<file path="src/hw/pie_pkg.sv">
// pie_pkg: register map, field positions and reset values of the
// peripheral interrupt enable banks for timers and capture/compare units.
// assumes a 32-bit classic wishbone slave with word-aligned registers.

package pie_pkg;

   // ----------------------------------------------------------------
   // register map
   // ----------------------------------------------------------------
   localparam logic [7:0] PIE_OFS_TIMERS     = 8'h00;
   localparam logic [7:0] PIE_OFS_CAPCMP     = 8'h04;
   localparam logic [7:0] PIE_OFS_FLAGS_TMR  = 8'h08;
   localparam logic [7:0] PIE_OFS_FLAGS_CC   = 8'h0c;
   localparam logic [7:0] PIE_OFS_CTRL       = 8'h10;
   localparam logic [7:0] PIE_OFS_STATUS     = 8'h14;

   // ----------------------------------------------------------------
   // reset values and fixed masks
   // ----------------------------------------------------------------
   localparam logic [7:0] PIE_RST_TIMERS     = 8'h00;
   localparam logic [7:0] PIE_RST_CAPCMP     = 8'h00;
   localparam logic [7:0] PIE_RST_FLAGS      = 8'h00;
   localparam logic [7:0] PIE_TIMERS_IMPL    = 8'h7f;
   localparam logic [7:0] PIE_CAPCMP_IMPL    = 8'hff;
   localparam logic [7:0] PIE_CAPCMP_LARGE   = 8'h8c;

   // ----------------------------------------------------------------
   // timer bank fields
   // ----------------------------------------------------------------
   localparam int PIE_TMR_UNUSED_BIT       = 7;
   localparam int PIE_TIMER_EIGHT_MATCH    = 6;
   localparam int PIE_TIMER_FIVE_GATE      = 5;
   localparam int PIE_TIMER_FIVE_EVENT     = 4;
   localparam int PIE_TIMER_THREE_GATE     = 3;
   localparam int PIE_TIMER_THREE_EVENT    = 2;
   localparam int PIE_TIMER_SIX_MATCH      = 1;
   localparam int PIE_TIMER_FOUR_MATCH     = 0;

   // ----------------------------------------------------------------
   // capture/compare bank fields
   // ----------------------------------------------------------------
   localparam int PIE_CAPCMP_EIGHT         = 7;
   localparam int PIE_CAPCMP_SEVEN         = 6;
   localparam int PIE_OUTGEN_FOUR_SHUTDOWN = 5;
   localparam int PIE_OUTGEN_THREE_SHUTDOWN = 4;
   localparam int PIE_COMPARATOR_EIGHT     = 3;
   localparam int PIE_COMPARATOR_SEVEN     = 2;
   localparam int PIE_COMPARATOR_SIX       = 1;
   localparam int PIE_COMPARATOR_FIVE      = 0;

   // ----------------------------------------------------------------
   // control / status fields
   // ----------------------------------------------------------------
   localparam int PIE_CTRL_PERIPH_EN       = 0;
   localparam int PIE_STAT_REQUEST         = 0;

endpackage : pie_pkg

</file>
<file path="src/hw/pie_flag_bank.sv">
// pie_flag_bank: eight sticky request flags and their enable gating.
// assumes event pulses on clk_i; software clears by write-one-to-clear.
`timescale 1ns/100ps

module pie_flag_bank
   import pie_pkg::*;
#(
   parameter logic [7:0] IMPL = 8'hff
) (
   // clock and reset
   input  wire logic       clk_i,
   input  wire logic       rst_i,
   // events and software clear
   input  wire logic [7:0] event_i,
   input  wire logic [7:0] clear_i,
   input  wire logic [7:0] enable_i,
   // state
   output logic      [7:0] flag_o,
   output logic      [7:0] gated_o
);

   logic [7:0] flag_q;

   // ----------------------------------------------------------------
   // sticky flags, set wins over clear
   // ----------------------------------------------------------------
   always_ff @(posedge clk_i) begin
      if (rst_i) begin
         flag_q <= PIE_RST_FLAGS;
      end else begin
         flag_q <= ((flag_q & ~clear_i) | event_i) & IMPL;
      end
   end

   assign flag_o  = flag_q;
   assign gated_o = flag_q & enable_i & IMPL;

endmodule : pie_flag_bank

</file>
<file path="src/hw/pie_wb_slave.sv">
// pie_wb_slave: classic wishbone handshake, one wait state, single beat.
// assumes the master holds its request until ack.
`timescale 1ns/100ps

module pie_wb_slave (
   // clock and reset
   input  wire logic clk_i,
   input  wire logic rst_i,
   // bus handshake
   input  wire logic cyc_i,
   input  wire logic stb_i,
   output logic      ack_o,
   // access strobe toward the register file
   output logic      access_o
);

   logic ack_q;

   // ack one cycle after request, dropped the cycle after
   always_ff @(posedge clk_i) begin
      if (rst_i) begin
         ack_q <= 1'b0;
      end else begin
         ack_q <= cyc_i & stb_i & ~ack_q;
      end
   end

   assign ack_o    = ack_q;
   assign access_o = cyc_i & stb_i & ~ack_q;

endmodule : pie_wb_slave

</file>
<file path="src/hw/pie_irq_enable.sv">
// pie_irq_enable: two enable banks gating timer and capture/compare
// interrupt sources into one combined peripheral request.
// assumes single-cycle event pulses from sources on clk_i.
`timescale 1ns/100ps

module pie_irq_enable
   import pie_pkg::*;
#(
   parameter bit LARGE_VARIANT = 1'b1
) (
   // clock and reset
   input  wire logic        clk_i,
   input  wire logic        rst_i,
   // wishbone slave
   input  wire logic        cyc_i,
   input  wire logic        stb_i,
   input  wire logic        we_i,
   input  wire logic [7:0]  adr_i,
   input  wire logic [3:0]  sel_i,
   input  wire logic [31:0] dat_i,
   output logic      [31:0] dat_o,
   output logic             ack_o,
   // timer event pulses
   input  wire logic        timer_eight_match_i,
   input  wire logic        timer_five_gate_i,
   input  wire logic        timer_five_event_i,
   input  wire logic        timer_three_gate_i,
   input  wire logic        timer_three_event_i,
   input  wire logic        timer_six_match_i,
   input  wire logic        timer_four_match_i,
   // capture/compare, output generator and comparator event pulses
   input  wire logic        capcmp_eight_i,
   input  wire logic        capcmp_seven_i,
   input  wire logic        outgen_four_shutdown_i,
   input  wire logic        outgen_three_shutdown_i,
   input  wire logic        comparator_eight_i,
   input  wire logic        comparator_seven_i,
   input  wire logic        comparator_six_i,
   input  wire logic        comparator_five_i,
   // combined request toward the core
   output logic             periph_irq_o
);

   // ----------------------------------------------------------------
   // implemented bit masks
   // ----------------------------------------------------------------
   localparam logic [7:0] TMR_MASK = PIE_TIMERS_IMPL;
   localparam logic [7:0] CC_MASK  = LARGE_VARIANT ? PIE_CAPCMP_IMPL
                                     : (PIE_CAPCMP_IMPL & ~PIE_CAPCMP_LARGE);

   logic [7:0] periph_irq_enable_timers_q;
   logic [7:0] periph_irq_enable_capture_cmp_q;
   logic       peripheral_master_en_q;
   logic       irq_q;
   logic       access;
   logic       wr;
   logic [7:0] wbyte;
   logic [7:0] tmr_events;
   logic [7:0] cc_events;
   logic [7:0] tmr_flags;
   logic [7:0] cc_flags;
   logic [7:0] tmr_gated;
   logic [7:0] cc_gated;
   logic [7:0] tmr_clear;
   logic [7:0] cc_clear;
   logic [31:0] rdata;

   // address match helper
   function automatic logic hit(input logic [7:0] a, input logic [7:0] ofs);
      hit = (a == ofs);
   endfunction : hit

   // ----------------------------------------------------------------
   // bus handshake
   // ----------------------------------------------------------------
   pie_wb_slave u_wb (
      .clk_i    (clk_i),
      .rst_i    (rst_i),
      .cyc_i    (cyc_i),
      .stb_i    (stb_i),
      .ack_o    (ack_o),
      .access_o (access)
   );

   assign wr    = access & we_i & sel_i[0];
   assign wbyte = dat_i[7:0];

   // ----------------------------------------------------------------
   // enable registers
   // ----------------------------------------------------------------
   always_ff @(posedge clk_i) begin
      if (rst_i) begin
         periph_irq_enable_timers_q <= PIE_RST_TIMERS;
      end else if (wr && hit(adr_i, PIE_OFS_TIMERS)) begin
         periph_irq_enable_timers_q <= wbyte & TMR_MASK;
      end
   end

   always_ff @(posedge clk_i) begin
      if (rst_i) begin
         periph_irq_enable_capture_cmp_q <= PIE_RST_CAPCMP;
      end else if (wr && hit(adr_i, PIE_OFS_CAPCMP)) begin
         periph_irq_enable_capture_cmp_q <= wbyte & CC_MASK;
      end
   end

   always_ff @(posedge clk_i) begin
      if (rst_i) begin
         peripheral_master_en_q <= 1'b0;
      end else if (wr && hit(adr_i, PIE_OFS_CTRL)) begin
         peripheral_master_en_q <= wbyte[PIE_CTRL_PERIPH_EN];
      end
   end

   // ----------------------------------------------------------------
   // source placement
   // ----------------------------------------------------------------
   always_comb begin
      tmr_events = 8'h00;
      tmr_events[PIE_TIMER_EIGHT_MATCH] = timer_eight_match_i;
      tmr_events[PIE_TIMER_FIVE_GATE]   = timer_five_gate_i;
      tmr_events[PIE_TIMER_FIVE_EVENT]  = timer_five_event_i;
      tmr_events[PIE_TIMER_THREE_GATE]  = timer_three_gate_i;
      tmr_events[PIE_TIMER_THREE_EVENT] = timer_three_event_i;
      tmr_events[PIE_TIMER_SIX_MATCH]   = timer_six_match_i;
      tmr_events[PIE_TIMER_FOUR_MATCH]  = timer_four_match_i;
   end

   always_comb begin
      cc_events = 8'h00;
      cc_events[PIE_CAPCMP_EIGHT]          = capcmp_eight_i;
      cc_events[PIE_CAPCMP_SEVEN]          = capcmp_seven_i;
      cc_events[PIE_OUTGEN_FOUR_SHUTDOWN]  = outgen_four_shutdown_i;
      cc_events[PIE_OUTGEN_THREE_SHUTDOWN] = outgen_three_shutdown_i;
      cc_events[PIE_COMPARATOR_EIGHT]      = comparator_eight_i;
      cc_events[PIE_COMPARATOR_SEVEN]      = comparator_seven_i;
      cc_events[PIE_COMPARATOR_SIX]        = comparator_six_i;
      cc_events[PIE_COMPARATOR_FIVE]       = comparator_five_i;
   end

   // write-one-to-clear of request flags
   assign tmr_clear = (wr && hit(adr_i, PIE_OFS_FLAGS_TMR)) ? wbyte : 8'h00;
   assign cc_clear  = (wr && hit(adr_i, PIE_OFS_FLAGS_CC)) ? wbyte : 8'h00;

   // ----------------------------------------------------------------
   // request flags and gating
   // ----------------------------------------------------------------
   pie_flag_bank #(
      .IMPL (TMR_MASK)
   ) u_tmr_flags (
      .clk_i    (clk_i),
      .rst_i    (rst_i),
      .event_i  (tmr_events),
      .clear_i  (tmr_clear),
      .enable_i (periph_irq_enable_timers_q),
      .flag_o   (tmr_flags),
      .gated_o  (tmr_gated)
   );

   pie_flag_bank #(
      .IMPL (CC_MASK)
   ) u_cc_flags (
      .clk_i    (clk_i),
      .rst_i    (rst_i),
      .event_i  (cc_events),
      .clear_i  (cc_clear),
      .enable_i (periph_irq_enable_capture_cmp_q),
      .flag_o   (cc_flags),
      .gated_o  (cc_gated)
   );

   // ----------------------------------------------------------------
   // combined request
   // ----------------------------------------------------------------
   always_ff @(posedge clk_i) begin
      if (rst_i) begin
         irq_q <= 1'b0;
      end else begin
         irq_q <= peripheral_master_en_q & (|{tmr_gated, cc_gated});
      end
   end

   assign periph_irq_o = irq_q;

   // ----------------------------------------------------------------
   // read data
   // ----------------------------------------------------------------
   always_comb begin
      rdata = 32'h0000_0000;
      unique case (adr_i)
         PIE_OFS_TIMERS:    rdata[7:0] = periph_irq_enable_timers_q;
         PIE_OFS_CAPCMP:    rdata[7:0] = periph_irq_enable_capture_cmp_q;
         PIE_OFS_FLAGS_TMR: rdata[7:0] = tmr_flags;
         PIE_OFS_FLAGS_CC:  rdata[7:0] = cc_flags;
         PIE_OFS_CTRL:      rdata[PIE_CTRL_PERIPH_EN] = peripheral_master_en_q;
         PIE_OFS_STATUS:    rdata[PIE_STAT_REQUEST] = irq_q;
         default:           rdata = 32'h0000_0000;
      endcase
   end

   always_ff @(posedge clk_i) begin
      if (rst_i) begin
         dat_o <= 32'h0000_0000;
      end else if (access) begin
         dat_o <= rdata;
      end
   end

endmodule : pie_irq_enable

</file>
<file path="config.mk">
export PLATFORM = sky130hd
export DESIGN_NAME = pie_irq_enable
export DESIGN_NICKNAME = d
export VERILOG_FILES = /design/src/hw/pie_pkg.sv /design/src/hw/pie_flag_bank.sv /design/src/hw/pie_wb_slave.sv /design/src/hw/pie_irq_enable.sv
export SDC_FILE = /design/constraint.sdc
export NUM_CORES = 1
export LEC_CHECK = 0
export BUFFER_PORTS_ARGS = -buffer_cell sky130_fd_sc_hd__clkbuf_2
export CORE_ASPECT_RATIO = 0.5
export CORE_MARGIN = 2
export CORE_UTILIZATION = 40
export DETAILED_ROUTE_END_ITERATION = 16
export PLACE_DENSITY = 0.73
export SLEW_MARGIN = 20
export SYNTH_ARGS = -nofsm -noshare
export SYNTH_HDL_FRONTEND = slang
export SYNTH_SLANG_ARGS = --single-unit
</file>
<file path="constraint.sdc">
create_clock -name clk_i -period 3.7 [get_ports clk_i]
set_clock_uncertainty 0.15 [all_clocks]
set_input_delay 0.74 -clock clk_i [delete_from_list [all_inputs] [get_ports clk_i]]
set_output_delay 0.74 -clock clk_i [all_outputs]
set_load 0.005 [all_outputs]
</file>
==> metrics.md <==
| Metric | Value |
|---|---|
| Worst Hold Launch | dat_o[7]$_SDFFE_PP0N_ |
| Main combinational cell family by area after synthesis | simple AND/OR/NAND/NOR gates |
| CTS tree | yes |
| RSZ-0062 raised after global routing | no |
| Data arrival time of the worst path | 2.29 ns |
| DP HPWL | 3520 um |
| Worst R2R Start | u_wb.ack_o$_SDFF_PP0_ |
| Iteration-0 DRC count of the detailed router | 95 |
| Final setup TNS | 0 ns |
| Worst Path Class, Setup | primary input to flop |
| VDD IR-drop max | 0.161 mV |
| Drt drc | 0 |
| Yosys reg bits | 41 |
| IO buf count | 46 |
| Hold buffer count at cts | 0 |
| Area growth, synth to finish | 12.3% |
| Final Hold Vio Count | 0 |
| Resize count post-CTS | 0 |
| Period utilization | 0.621 |
| Initial antenna violation count | 0 |
| Post-route minimum period | 2.30 ns |
| Layout net count | 321 |
| Final GP Congestion | 0.826 |
| Synth Area in Compound Gates | 0.131 |
| Slew headroom | 0.402 |
| Yosys cell types | 34 |
| Number of I/O pins | 98 |
| 1st-pass router iterations | 4 |
| Syn_area_per_cell | 9.76 um2 |
| Initial Utilization | 0.422 |
| H-Tree Depth | 2 |
| Worst-Margin Slew | 0.889 ns |
| Post-route ant nets | 0 |
| Via count | 1700 |
| Fmax | 435 MHz |
| CP Max Fanout | 7 |
| Ratio of cells with drive above 1 in the final layout | 0.248 |
| Synthesized area | 2110 um2 |
| Asr flop ratio synth | 0 |
| Number of global-route vias before repair | 1655 |
| Leakage | 1.05 nW |
| Placed Instance Area | 2290 um2 |
| Total track usage | 0.166 |
| Status | finished, final reports clean |
| Adder-cell share of the synthesized area | 0 |
| WL/cell | 14.1 um |
| Post-synthesis simple-gate area fraction | 0.187 |
| Slew Viols, Final | 0 |
| Row Count | 18 |
| Cells after Synth | 216 |
| Total Wirelength | 4630 um |
| Post-route design area | 2370 um2 |
| GRT overflow | 0 |
| Largest net degree at the start of global routing | 48 |
| Vias per cell | 5.18 |
| Ys Warns | 0 |
| Mux cell area share after synthesis | 0.155 |
| Ant diodes | 0 |
| PD cells | 351 nW/um2 |
| Top-area cell type share of the netlist area | 0.389 |
| Hold Path Class | flop to flop |
| Clk pin slew, worst setup/hold paths | 0.07 ns |
| Synth Area in XOR/XNOR | 0 |
| Num CTS Buffers | 5 |
| CTS sink count | 41 |
| Synth Flop Type | dfxtp_1 |
| Core area | 5000 um2 |
| Worst setup SP type | primary input |
| CP required | 3.69 ns |
| Worst Setup SP | adr_i[1] |
| Post-synth top area cell | dfxtp_1 |
| # Post-CTS Setup Buffers | 0 |
| Die height | 55.3 um |
| Max_cap viols | 0 |
| Worst Setup End Kind | flop |
| Die area | 5900 um2 |
| Number of synthesized flops with an enable pin | 0 |
| Final-report setup violation count | 0 |
| First-pass GRT wire length | 7660 um |
| Die Wd | 107 um |
| Clock Latency Late Sink | 0.29 ns |
| Seq/Total Area, Yosys | 0.389 |
| Root Buffer | clkbuf_8 |
| Clock Tree Buf Depth | 2 |
| Top cells by area, synth | dfxtp_1, buf_4, mux2i_1 |
## synth_stat cells, types with 2 or more instances
cell	instances
nand2_1	2
dfxtp_1	41
or3_1	2
a221oi_1	2
buf_4	24
mux2i_1	17
a21oi_1	2
nand3b_1	2
nor2_1	24
inv_1	16
clkbuf_1	8
buf_2	3
and3_1	2
a311oi_1	15
a22o_1	2
nor3_2	2
mux4_2	7
nand2b_1	22
a22oi_1	8
## critical path, stage by stage
cell and delay (ns):
clkbuf_2 0.10, nor4_4 0.40, nand2_1 0.15, nor4_2 0.69
a311oi_1 0.20
## through the flow
step | total power [mW] | utilization | cells | setup slack, ns | hold slack [ns]
after global routing | 0.865 | 0.473 | 328 | 1.20 | 0.340
after detailed placement | 0.562 | 0.457 | 320 | 1.08 | 0.307
after floorplan | 0.542 | - | 239 | 1.55 | 0.298
final | 0.830 | 0.473 | 328 | 1.40 | 0.314
after CTS | 0.836 | 0.473 | 328 | 1.39 | 0.316
after global placement | 0.557 | 0.457 | 320 | 1.16 | 0.290
## final timing paths
check	endpoint	slack [ns]	cells after the start
max	u_tmr_flags.flag_o[3]$_SDFF_PP0_	1.40	5
min	dat_o[7]$_SDFFE_PP0N_	0.31	2
max reg2reg	u_tmr_flags.flag_o[3]$_SDFF_PP0_	1.65	4
min reg2reg	dat_o[7]$_SDFFE_PP0N_	0.31	2
## per-layer routing
layer  track usage  vias to the layer above  part of all wire
met1         0.194                      804              0.41
met5             0                        -                 0
met3        0.0567                       11             0.095
li1              -                      809                 -
met2         0.280                       76              0.47
met4        0.0705                        0             0.019
## flip-flops by register name, summed over array words and instances, names as in the netlist
register	flops
u_tmr_flags.flag_o	7
peripheral_master_en_q	1
u_cc_flags.flag_o	8
periph_irq_o	1
periph_irq_enable_capture_cmp_q	8
dat_o	8
u_wb.ack_o	1
periph_irq_enable_timers_q	7
## where the power goes
group | internal (mW) | switching, mW
combinational | 0.0391 | 0.0484
sequential | 0.454 | 0.0105
clock | 0.134 | 0.144
## cell type report
type | count | area (um2)
Tap cell | 70 | 87.6
Fill cell | 488 | 2630
Multi-Input combinational cell | 147 | 1090
Sequential cell | 41 | 821
Inverter | 16 | 60.1
Clock buffer | 8 | 80.1
Timing Repair Buffer | 46 | 230
## cell families (layout without fill, tap and decap cells)
kind of cell | Yosys count | count (layout)
buf+inv | 51 | 70
simple gates | 65 | 65
flops | 41 | 41
other cells | 1 | 24
mux | 24 | 24
compound gates | 34 | 34
## cells in the final DEF (no fill, tap or decap), drive strengths merged, types with 2 or more instances in the layout
master and n:
a21oi 2, a221oi 2, a22o 2, a22oi 8
a311oi 15, and3 2, clkbuf 54, conb 24
dfxtp 41, inv 16, mux2i 17, mux4 7
nand2 2, nand2b 22, nand3 3, nand3b 2
nor2 24, nor3 2, nor4 3, or3 2
(Power assumes the default switching activity.)
